### src/flash_map_pkg.sv
// flash map constants, variant table and request/answer carriers
// assumes a 16-bit program-memory address space and byte-wide flash data
package flash_map_pkg;

    localparam int unsigned ADDR_W        = 16;
    localparam int unsigned PAGE_BYTES    = 512;
    localparam int unsigned PAGE_SHIFT    = 9;
    localparam int unsigned NUM_SECTORS   = 8;
    localparam int unsigned SEC_SHIFT_2K  = 11;
    localparam int unsigned SEC_SHIFT_4K  = 12;
    localparam int unsigned SEC_SHIFT_8K  = 13;
    localparam int unsigned IDSTR_LEN     = 20;
    localparam int unsigned INFO_ENA_BIT  = 7;

    localparam logic [15:0] INFO_BASE     = 16'hFE00;
    localparam logic [15:0] IDSTR_BASE    = 16'hFE40;
    localparam logic [15:0] IDSTR_LAST    = 16'hFE53;
    localparam logic [7:0]  ERASED_BYTE   = 8'hFF;
    localparam logic [7:0]  RSVD_BYTE     = 8'hFF;
    localparam logic [7:0]  PAGE_RST      = 8'h00;
    localparam logic [7:0]  PROT_RST      = 8'h00;
    localparam logic [7:0]  ALL_SECT      = 8'hFF;
    localparam logic [7:0]  SIX_SECT      = 8'h3F;

    // size variant, encoded by flash size
    typedef enum logic [2:0] {
        SIZE_16K = 3'h0,
        SIZE_24K = 3'h1,
        SIZE_32K = 3'h2,
        SIZE_48K = 3'h3,
        SIZE_64K = 3'h4
    } size_e;

    // one cpu access: fetch, table read, or program/erase request
    typedef struct packed {
        logic               valid;
        logic               fetch;
        logic               write;
        logic               erase;
        logic               from_debug;
        logic [ADDR_W-1:0]  addr;
        logic [7:0]         wdata;
    } cpu_req_s;

    // array-side command after decode and protection
    typedef struct packed {
        logic               rd;
        logic               prog;
        logic               page_erase;
        logic [ADDR_W-1:0]  addr;
        logic [7:0]         wdata;
    } arr_cmd_s;

endpackage

### src/flash_map_info_overlay.sv
// address decode for program flash with read-only information overlay
// assumes the flash array answers reads in the same cycle as rd, that page-select
// and protect writes are decoded elsewhere and arrive as strobes, and unlock as a level
//
// How it works
// - up to 64 KB flash, contiguous from address zero, readable and writable
// - program/erase accepted from cpu software or the debug interface
// - flash divided in 512-byte pages; erase clears one whole page
// - eight sectors (six in the 24K and 48K variants), each individually protectable against program and erase
// - sector size 2K, 4K or 8K by variant; sector n at n times size
// - page-select bit 7 written as one enables the information area
// - enabled overlay maps info area over FE00 to FFFF
// - table reads in overlaid range return information-area data
// - instruction fetches always return normal flash contents
// - information area is read-only; writes there change nothing
// - part id string of 20 bytes at FE40 to FE53, zero padded
`timescale 1ns/100ps
module flash_map_info_overlay
#(
    parameter logic [159:0] PART_ID = 160'h0  // arbitrary neutral id
)
(
    input  wire logic                      mclk_i,
    input  wire logic                      rstn_i,
    input  wire flash_map_pkg::size_e      size_i,
    input  wire flash_map_pkg::cpu_req_s   req_i,
    input  wire logic                      page_sel_wr_i,
    input  wire logic [7:0]                page_sel_data_i,
    input  wire logic                      prot_wr_i,
    input  wire logic [7:0]                prot_data_i,
    input  wire logic                      unlocked_i,
    input  wire logic [7:0]                arr_rdata_i,
    output flash_map_pkg::arr_cmd_s        arr_cmd_o,
    output logic [7:0]                     rdata_o,
    output logic                           rvalid_o,
    output logic                           info_ena_o,
    output logic [7:0]                     prot_o,
    output logic                           refused_o
);
    // ------------------------------------------------------------
    // state
    // ------------------------------------------------------------
    logic [7:0]  page_sel;
    logic [7:0]  next_page_sel;
    logic [7:0]  prot;
    logic [7:0]  next_prot;
    logic        info_rd;
    logic        next_info_rd;
    logic        arr_rd;
    logic        next_arr_rd;
    logic [7:0]  info_data;
    logic [7:0]  next_info_data;
    logic        refused;
    logic        next_refused;
    flash_map_pkg::arr_cmd_s arr_cmd;
    flash_map_pkg::arr_cmd_s next_arr_cmd;

    logic [2:0]  sector;
    logic [7:0]  exists;
    logic        in_range;
    logic        in_overlay;
    logic        sect_prot;
    logic        same_page;
    logic [7:0]  id_byte [flash_map_pkg::IDSTR_LEN];
    logic [15:0] id_off;

    flash_sector_decode u_sector
    (
        .size_i     (size_i),
        .addr_i     (req_i.addr),
        .sector_o   (sector),
        .exists_o   (exists),
        .in_range_o (in_range)
    );

    // ------------------------------------------------------------
    // information area contents
    // ------------------------------------------------------------
    generate
        for (genvar g = 0; g < flash_map_pkg::IDSTR_LEN; g++)
        begin : g_id
            // first character stands at the lowest address
            assign id_byte[g] = PART_ID[159-8*g -: 8];
        end
    endgenerate

    assign id_off = req_i.addr - flash_map_pkg::IDSTR_BASE;
    assign in_overlay = page_sel[flash_map_pkg::INFO_ENA_BIT]
                      && (req_i.addr >= flash_map_pkg::INFO_BASE);
    assign sect_prot = prot[sector] && exists[sector];
    assign same_page = (req_i.addr[15:flash_map_pkg::PAGE_SHIFT] == page_sel[6:0]);

    // ------------------------------------------------------------
    // next-state decode
    // ------------------------------------------------------------
    always_comb
    begin
        next_page_sel  = page_sel;
        next_prot      = prot;
        next_info_rd   = 1'b0;
        next_arr_rd    = 1'b0;
        next_info_data = info_data;
        next_refused   = 1'b0;
        next_arr_cmd   = '0;
        if (page_sel_wr_i)
        begin
            next_page_sel = page_sel_data_i;
        end
        if (prot_wr_i)
        begin
            next_prot = prot | (prot_data_i & exists);
        end
        if (req_i.valid)
        begin
            next_arr_cmd.addr  = req_i.addr;
            next_arr_cmd.wdata = req_i.wdata;
            if (req_i.write || req_i.erase)
            begin
                // cpu or debug may program; overlay, protected or foreign pages refused
                if (in_overlay || !in_range || sect_prot || !unlocked_i || !same_page)
                begin
                    next_refused = 1'b1;
                end
                else
                begin
                    next_arr_cmd.prog       = req_i.write;
                    next_arr_cmd.page_erase = req_i.erase && !req_i.write;
                end
            end
            else if (in_overlay && !req_i.fetch)
            begin
                next_info_rd = 1'b1;
                if (id_off < 16'(flash_map_pkg::IDSTR_LEN))
                begin
                    next_info_data = id_byte[id_off[4:0]];
                end
                else
                begin
                    next_info_data = flash_map_pkg::RSVD_BYTE;
                end
            end
            else if (in_range)
            begin
                next_arr_cmd.rd = 1'b1;
                next_arr_rd     = 1'b1;
            end
            else
            begin
                next_info_rd   = 1'b1;
                next_info_data = flash_map_pkg::ERASED_BYTE;
            end
        end
    end

    always_ff @(posedge mclk_i or negedge rstn_i)
    begin
        if (!rstn_i)
        begin
            page_sel  <= flash_map_pkg::PAGE_RST;
            prot      <= flash_map_pkg::PROT_RST;
            info_rd   <= 1'b0;
            arr_rd    <= 1'b0;
            info_data <= flash_map_pkg::RSVD_BYTE;
            refused   <= 1'b0;
            arr_cmd   <= '0;
        end
        else
        begin
            page_sel  <= next_page_sel;
            prot      <= next_prot;
            info_rd   <= next_info_rd;
            arr_rd    <= next_arr_rd;
            info_data <= next_info_data;
            refused   <= next_refused;
            arr_cmd   <= next_arr_cmd;
        end
    end

    // ------------------------------------------------------------
    // outputs
    // ------------------------------------------------------------
    assign arr_cmd_o  = arr_cmd;
    assign info_ena_o = page_sel[flash_map_pkg::INFO_ENA_BIT];
    assign prot_o     = prot;
    assign refused_o  = refused;
    assign rvalid_o   = info_rd || arr_rd;
    assign rdata_o    = info_rd ? info_data : arr_rdata_i;
endmodule

### src/flash_sector_decode.sv
// sector number, existence and in-range check for one flash address
// assumes the size variant is static while the device runs
`timescale 1ns/100ps
module flash_sector_decode
(
    input  wire flash_map_pkg::size_e    size_i,
    input  wire logic [15:0]             addr_i,
    output logic [2:0]                   sector_o,
    output logic [7:0]                   exists_o,
    output logic                         in_range_o
);
    logic [15:0] top_addr;

    always_comb
    begin
        sector_o = 3'h0;
        exists_o = flash_map_pkg::ALL_SECT;
        top_addr = 16'hFFFF;
        unique case (size_i)
            flash_map_pkg::SIZE_16K:
            begin
                sector_o = 3'(addr_i >> flash_map_pkg::SEC_SHIFT_2K);
                top_addr = 16'h3FFF;
            end
            flash_map_pkg::SIZE_24K:
            begin
                sector_o = 3'(addr_i >> flash_map_pkg::SEC_SHIFT_4K);
                exists_o = flash_map_pkg::SIX_SECT;
                top_addr = 16'h5FFF;
            end
            flash_map_pkg::SIZE_32K:
            begin
                sector_o = 3'(addr_i >> flash_map_pkg::SEC_SHIFT_4K);
                top_addr = 16'h7FFF;
            end
            flash_map_pkg::SIZE_48K:
            begin
                sector_o = 3'(addr_i >> flash_map_pkg::SEC_SHIFT_8K);
                exists_o = flash_map_pkg::SIX_SECT;
                top_addr = 16'hBFFF;
            end
            default:
            begin
                sector_o = 3'(addr_i >> flash_map_pkg::SEC_SHIFT_8K);
            end
        endcase
        in_range_o = (addr_i <= top_addr);
    end
endmodule

### config.mk
export PLATFORM = sky130hd
export DESIGN_NAME = flash_map_info_overlay
export DESIGN_NICKNAME = d
export VERILOG_FILES = /design/src/flash_map_pkg.sv /design/src/flash_map_info_overlay.sv /design/src/flash_sector_decode.sv
export SDC_FILE = /design/constraint.sdc
export NUM_CORES = 1
export LEC_CHECK = 0
export BUFFER_PORTS_ARGS = -buffer_cell sky130_fd_sc_hd__buf_2
export CORE_MARGIN = 2
export CORE_UTILIZATION = 40
export CTS_CLUSTER_SIZE = 10
export DETAILED_ROUTE_END_ITERATION = 8
export PLACE_DENSITY = 0.81
export SYNTH_ARGS = -nofsm -noshare
export SYNTH_HDL_FRONTEND = slang
export SYNTH_SLANG_ARGS = --single-unit
### constraint.sdc
create_clock -name mclk_i -period 1.7 [get_ports mclk_i]
set_input_delay 0.17 -clock mclk_i [delete_from_list [all_inputs] [get_ports mclk_i]]
set_output_delay 0.17 -clock mclk_i [all_outputs]
set_load 0.02 [all_outputs]
==> impl_results.md, run 1 <==
- Status: finished clean
- Clock Latency Late Sink: just under 300 ps
- Global route overflow: 0
- Io pins: between 100 and 150
- Row count: 26
- Endpoint required time on the critical path: around 1900 ps
- Die Y: 76.1 um
- Fin crit share: 97.6%
- Most frequent cell after synthesis: dfrtp_1
- Worst-path fanout max: 6
- # port buffers: roughly 110
- Register area: about 1200 um2
- Setup slack after layout: 40.4 ps
- Mean Syn Cell Area: 11.6 um2
- First-pass GRT wire length: 7870 um
- TritonCTS Sinks: 46
- Worst hold path class: in2reg
- Final min period: 1660 ps
- Starting density of the core: 41.0%
- Crit. End Element: flop
- Via/cell ratio: 4.65
- Vias in the first global route: 1700
- First DRT Iteration DRCs: 39
- CP Class: in2reg
- Layout Skew: roughly 5.7 ps
- GRT Total Usage: ~17%
- Placed Cells: between 300 and 400
- EDFF count, synth: 0
- Setup violators final: 0
- Placer Congestion: 0.761
- P&R area growth vs syn: 35.8%
- Crit path arrival time: 1840 ps
- Slew headroom: 74.8%
- Final std cells w/o fill: about 360
- DRT antenna net count: 0
- Clock buffer depth: 2
- Max Slew Vio Count: 0
- Ys Warns: 0
- Max Freq: 603 MHz
- Synthesized Nets: 243
- Post-synth ARST share: 100%
- Antenna cell count: 0
- Mapped Area: about 2100 um2
- Routed vias: 1685
- Worst-Margin Slew: 377 ps
- Total power: 2210 uW
- Synth top cells by count: dfrtp_1, and2_1, inv_1
- Sequential-to-total area share from yosys stat: 55.3%
- Hold Vio Cnt, Final: 0
- Largest cells by area after synthesis: dfrtp_1, and2_1, mux2_2, a21o_1, o21ai_0
- CTS tree: yes
- Layout Utilization: 55.7%
- # fillers: 480
- Routed wire length: 4570 um
- Synth top area share: 54.1%
- Final hold slack: 44.8 ps
- Leading area contributor after synthesis: dfrtp_1
- CP Launch Type: input pin
- # DRC: 0
- H-tree depth: 2
- Layout cells sized above 1: 47.9%
- Peak supply drop: 0.254 mV
- CTS buffer count: 5
- Post-place setup slack: -279 ps
- Pleak: 0.00143 uW
- Power density over cell area: 782 nW/um2
- Routed WL per cell: around 13 um
- Die Area: 5800 um2
- Multi-input combinational cell area: approximately 850 um2
- Antenna violations before repair: 0
- Max-Cap Viols: 0
- Core ar.: 5070 um2
- Layout Nets: 355
- Cells after Synth: about 180
- Die X: between 70 and 80 um
- Setup Fix Bufs, Post-CTS: 0
- Largest net degree at the start of global routing: 47
- DP HPWL: 3550 um
- Synth Register Bits: 46
- Post-synth cell types: 39
- Top_reg_cell synth: dfrtp_1
- Drt first pass iters: 4
- Clk slew on worst S/H paths: 80 ps
- CTS root buffer: clkbuf_8
- RSZ-0062 raised after global routing: no
## metal layers
metal	vias to the layer above	global-route usage [%]	part of all wire, %
met5	-	0	0
met4	0	6.00	1.2
met3	5	4.27	6.8
met2	67	28.4	48
met1	771	21.4	44
li1	842	-	-
## worst max-delay path, cell delays in order
cell and delay (ps):
clkbuf_4 170, xor2_4 200, a21oi_1 140, o22a_1 180, mux4_2 500, mux2_4 280, o221a_1 200
## stage by stage
step	setup TNS [ps]	cell area [um2]
floorplan	-223	2090
global placement	-451	2710
detailed placement	-785	2710
CTS	0	2800
global route	0	2830
finish	0	2830
## state kept, by name, indices dropped and copies added (netlist names)
name       flops
prot_o         8
arr_cmd_o     27
refused_o      1
page_sel       8
info_data      1
info_rd        1
## cells by family after synthesis
kind of cell	after synthesis	synth area share (%)
simple gates	57	15.7
flops	46	55.3
compound gates	31	10.2
buf+inv	20	5.05
mux	14	8.11
xor+xnor	8	3.73
fa+ha+maj	3	1.80
## what timing repair did
action,in CTS,in global routing
resized for setup,0,4
endpoints found under the hold margin,45,0
setup endpoints to repair,0,2
hold buffers,1,0
## placed cells by master (no fill, tap or decap), types with 2 or more instances in the layout
cell type	Yosys	routed
xor2_1	2	2
clkbuf_8	0	5
dfrtp_1	45	45
buf_4	2	8
xnor2_1	5	5
and2_1	24	24
buf_2	0	104
nor2_1	6	6
a21o_1	8	8
clkbuf_1	5	3
nand4_1	6	6
mux2i_1	3	3
nor3_1	6	4
mux2_2	9	9
a21oi_1	3	3
a31o_2	3	3
nand2_1	5	5
inv_1	10	10
nor4_1	2	2
nor3_2	0	2
ha_1	3	3
o21ai_0	9	9
## layout make-up
type / count / share of cell area, %
clock buffers: 8 / 2.83
flip-flops and latches: 46 / 40.8
well taps: 70 / 3.10
inverters: 10 / 1.33
multi-input cells: 113 / 30.1
repair buffers: 115 / 21.9
## where the power goes
part	internal (uW)	total [uW]	switching, uW
registers	1150	1180	24.4
logic	193	416	222
clock network	292	618	326
## final timing paths
path | from | to | slack, ps | cells past startpoint
hold reg to reg | prot_o[5] | prot_o[5] | 490 | 1
setup reg to reg | prot_o[2] | refused_o | 230 | 3
setup / recovery | size_i[1] | refused_o | 40 | 7
hold / removal | req_i[14] | info_data[6] | 40 | 2
max in group asynchronous | rstn_i | info_data[6] | 1050 | 3
min in group asynchronous | rstn_i | arr_cmd_o[24] | 390 | 3
No activity file was read; power rests on OpenSTA's default activity.
==> inputs of run 2 (changes only) <==
--- a/config.mk
+++ b/config.mk
@@ -5,7 +5,7 @@
 export SDC_FILE = /design/constraint.sdc
 export NUM_CORES = 1
 export LEC_CHECK = 0
-export BUFFER_PORTS_ARGS = -buffer_cell sky130_fd_sc_hd__buf_2
+export BUFFER_PORTS_ARGS = -buffer_cell sky130_fd_sc_hd__clkbuf_2
 export CORE_MARGIN = 2
 export CORE_UTILIZATION = 40
 export CTS_CLUSTER_SIZE = 10
==> run 2 against run 1 <==
  * Power increased by 2.8%
  * Combinational power is 3% higher
  * Wire length rose by 1.1%
  * Sequential power about the same
==> impl_results.md, run 2 (synthesis gave the netlist of run 1 again) <==
- Status: finished clean (unchanged)
- Crit. End Element: flop (unchanged)
- Most Used Layer, Global Route: met2 (unchanged)
- Starting density of the core: 41.0% (unchanged)
- Final min period: 1610 ps (was 1660 ps)
- Slew headroom: 72.8% (was 74.8%)
- Met3 track demand over resource: 5.09% (was 4.27%)
- Setup violators final: 0 (unchanged)
- Commonest non-fill, non-tap cell in the layout: clkbuf_2 (was buf_2)
- Row count: 26 (unchanged)
- Layout Nets: 357 (was 355)
- Crit path arrival time: 1790 ps (was 1840 ps)
- Worst setup path start: size_i[1] (unchanged)
- Max FFs per register: 27 (unchanged)
- GR met2 Demand/Resource: 28.1% (was 28.4%)
- Core ar.: 5070 um2 (unchanged)
- Endpoint required time on the critical path: 1880 ps (about the same)
- Peak supply drop: 0.365 mV (was 0.254 mV)
- Routed WL per cell: 12.7 um (was 12.6 um)
- Commonest non-fill, non-tap cells in the layout: clkbuf_2, dfrtp_1, and2_1 (was buf_2, dfrtp_1, and2_1)
- # fillers: 452 (was 480)
- Die Area: 5800 um2 (unchanged)
- Worst hold path class: in2reg (unchanged)
- M1 GR Usage: 21.7% (was 21.4%)
- First-pass GRT wire length: 7890 um (was 7870 um)
- CTS buffer count: 5 (unchanged)
- Post-place setup slack: -271 ps (was -279 ps)
- Total power: 2270 uW (was 2210 uW)
- First DRT Iteration DRCs: 62 (was 39)
- Io pins: 107 (unchanged)
- Worst-Margin Slew: 409 ps (was 377 ps)
- Hold_sp: req_i[14] (unchanged)
- Die X: 76.1 um (unchanged)
- Comb pwr share: 18.8% (about the same)
- Sequential power share: 51.8% (was 53.3%)
- Switching Power: 590 uW (was 572 uW)
- Via/cell ratio: 4.68 (was 4.65)
- TritonCTS Sinks: 46 (unchanged)
- Setup slack after layout: 90.1 ps (was 40.4 ps)
- Hold Path Cell Cnt: 2 (unchanged)
- DP HPWL: 3680 um (was 3550 um)
- Max-Cap Viols: 0 (unchanged)
- Pleak: 0.00146 uW (was 0.00143 uW)
- Worst R2R Start: prot_o[2] (unchanged)
- P&R area growth vs syn: 37.4% (was 35.8%)
- Clock Latency Late Sink: 290 ps (about the same)
- Routed wire length: 4620 um (was 4570 um)
- Layout cells sized above 1: 50.0% (was 47.9%)
- Clock share of power: 29.4% (was 27.9%)
- Die Y: 76.1 um (unchanged)
- Placer Congestion: 0.821 (was 0.761)
- # port buffers: 105 (unchanged)
- Largest net degree at the start of global routing: 28 (was 47)
- Switch share: 26.0% (was 25.9%)
- Layout Skew: 3.47 ps (was 5.74 ps)
- H-tree depth: 2 (unchanged)
- Global route overflow: 0 (unchanged)
- Worst reg2reg path depth: 3 (unchanged)
- Vias in the first global route: 1679 (was 1700)
- Max Slew Vio Count: 0 (unchanged)
- CP Launch Type: input pin (unchanged)
- Max Freq: 621 MHz (was 603 MHz)
- Clock buffer depth: 2 (unchanged)
- Hold Vio Cnt, Final: 0 (unchanged)
- # DRC: 0 (unchanged)
- Clk slew on worst S/H paths: 80 ps (about the same)
- GRT Total Usage: 17.1% (was 16.9%)
- CP Class: in2reg (unchanged)
- Routed vias: 1703 (was 1685)
- Drt first pass iters: 4 (unchanged)
- Antenna cell count: 0 (unchanged)
- Antenna violations before repair: 0 (unchanged)
- Worst-path fanout max: 4 (was 6)
- CTS tree: yes (unchanged)
- Fin crit share: 94.7% (was 97.6%)
- Pint: 1680 uW (was 1640 uW)
- DRT antenna net count: 0 (unchanged)
- CTS root buffer: clkbuf_8 (unchanged)
- Power density over cell area: 794 nW/um2 (was 782 nW/um2)
run 2: area by class of cell:
| cell class | count | area, um2 | share of cell area [%] |
|---|---|---|---|
| clock buffer | 8 | 90.1 | 3.15 |
| sequential | 46 | 1150 | 40.3 |
| inverter | 10 | 37.5 | 1.31 |
| timing repair buffer | 117 | 618 | 21.6 |
| multi-input combinational | 113 | 875 | 30.6 |
| tap | 70 | 87.6 | 3.06 |
run 2: power by group through the flow:
stage	combinational (uW)	clock, uW	sequential [uW]
floorplan	190	0	1240
global placement	403	0	1200
detailed placement	411	0	1200
CTS	415	685	1180
global route	473	741	1190
finish	427	667	1180
run 2: what timing repair did:
action | CTS | global route
hold buffers | 1 | 0
gates resized for setup | 0 | 7
buffers inserted | 0 | 1
setup endpoints to repair | 0 | 3
endpoints found under the hold margin | 15 | 0
run 2: per-layer routing:
metal  part of all wire (%)  up-vias
met1                     44      791
met2                     48       63
li1                       -      842
met5                      0        -
met4                    1.1        0
met3                    6.5        7
run 2: worst max-delay path, cell delays in order:
cell and delay [ps]:
clkbuf_2 120, a21o_1 240, inv_2 100, o22a_1 170
mux4_2 490, mux2_4 280, o221a_1 210
run 2: per-stage QoR:
| step | instances | utilization, % | area, um2 | setup TNS [ps] | hold slack [ps] |
|---|---|---|---|---|---|
| floorplan | 179 | - | 2090 | -223 | -126 |
| global placement | 354 | 53.4 | 2710 | -452 | 117 |
| detailed placement | 354 | 53.4 | 2710 | -679 | 121 |
| CTS | 363 | 55.4 | 2810 | 0 | 49.2 |
| global route | 364 | 56.4 | 2860 | -24.7 | 55.0 |
| finish | 364 | 56.4 | 2860 | 0 | 59.4 |
run 2: final timing paths:
check,to,slack (ps)
max in group asynchronous,arr_cmd_o[21],810
min reg2reg,prot_o[1],500
min,info_data[6],60
min in group asynchronous,arr_cmd_o[10],340
max reg2reg,refused_o,230
max,refused_o,90
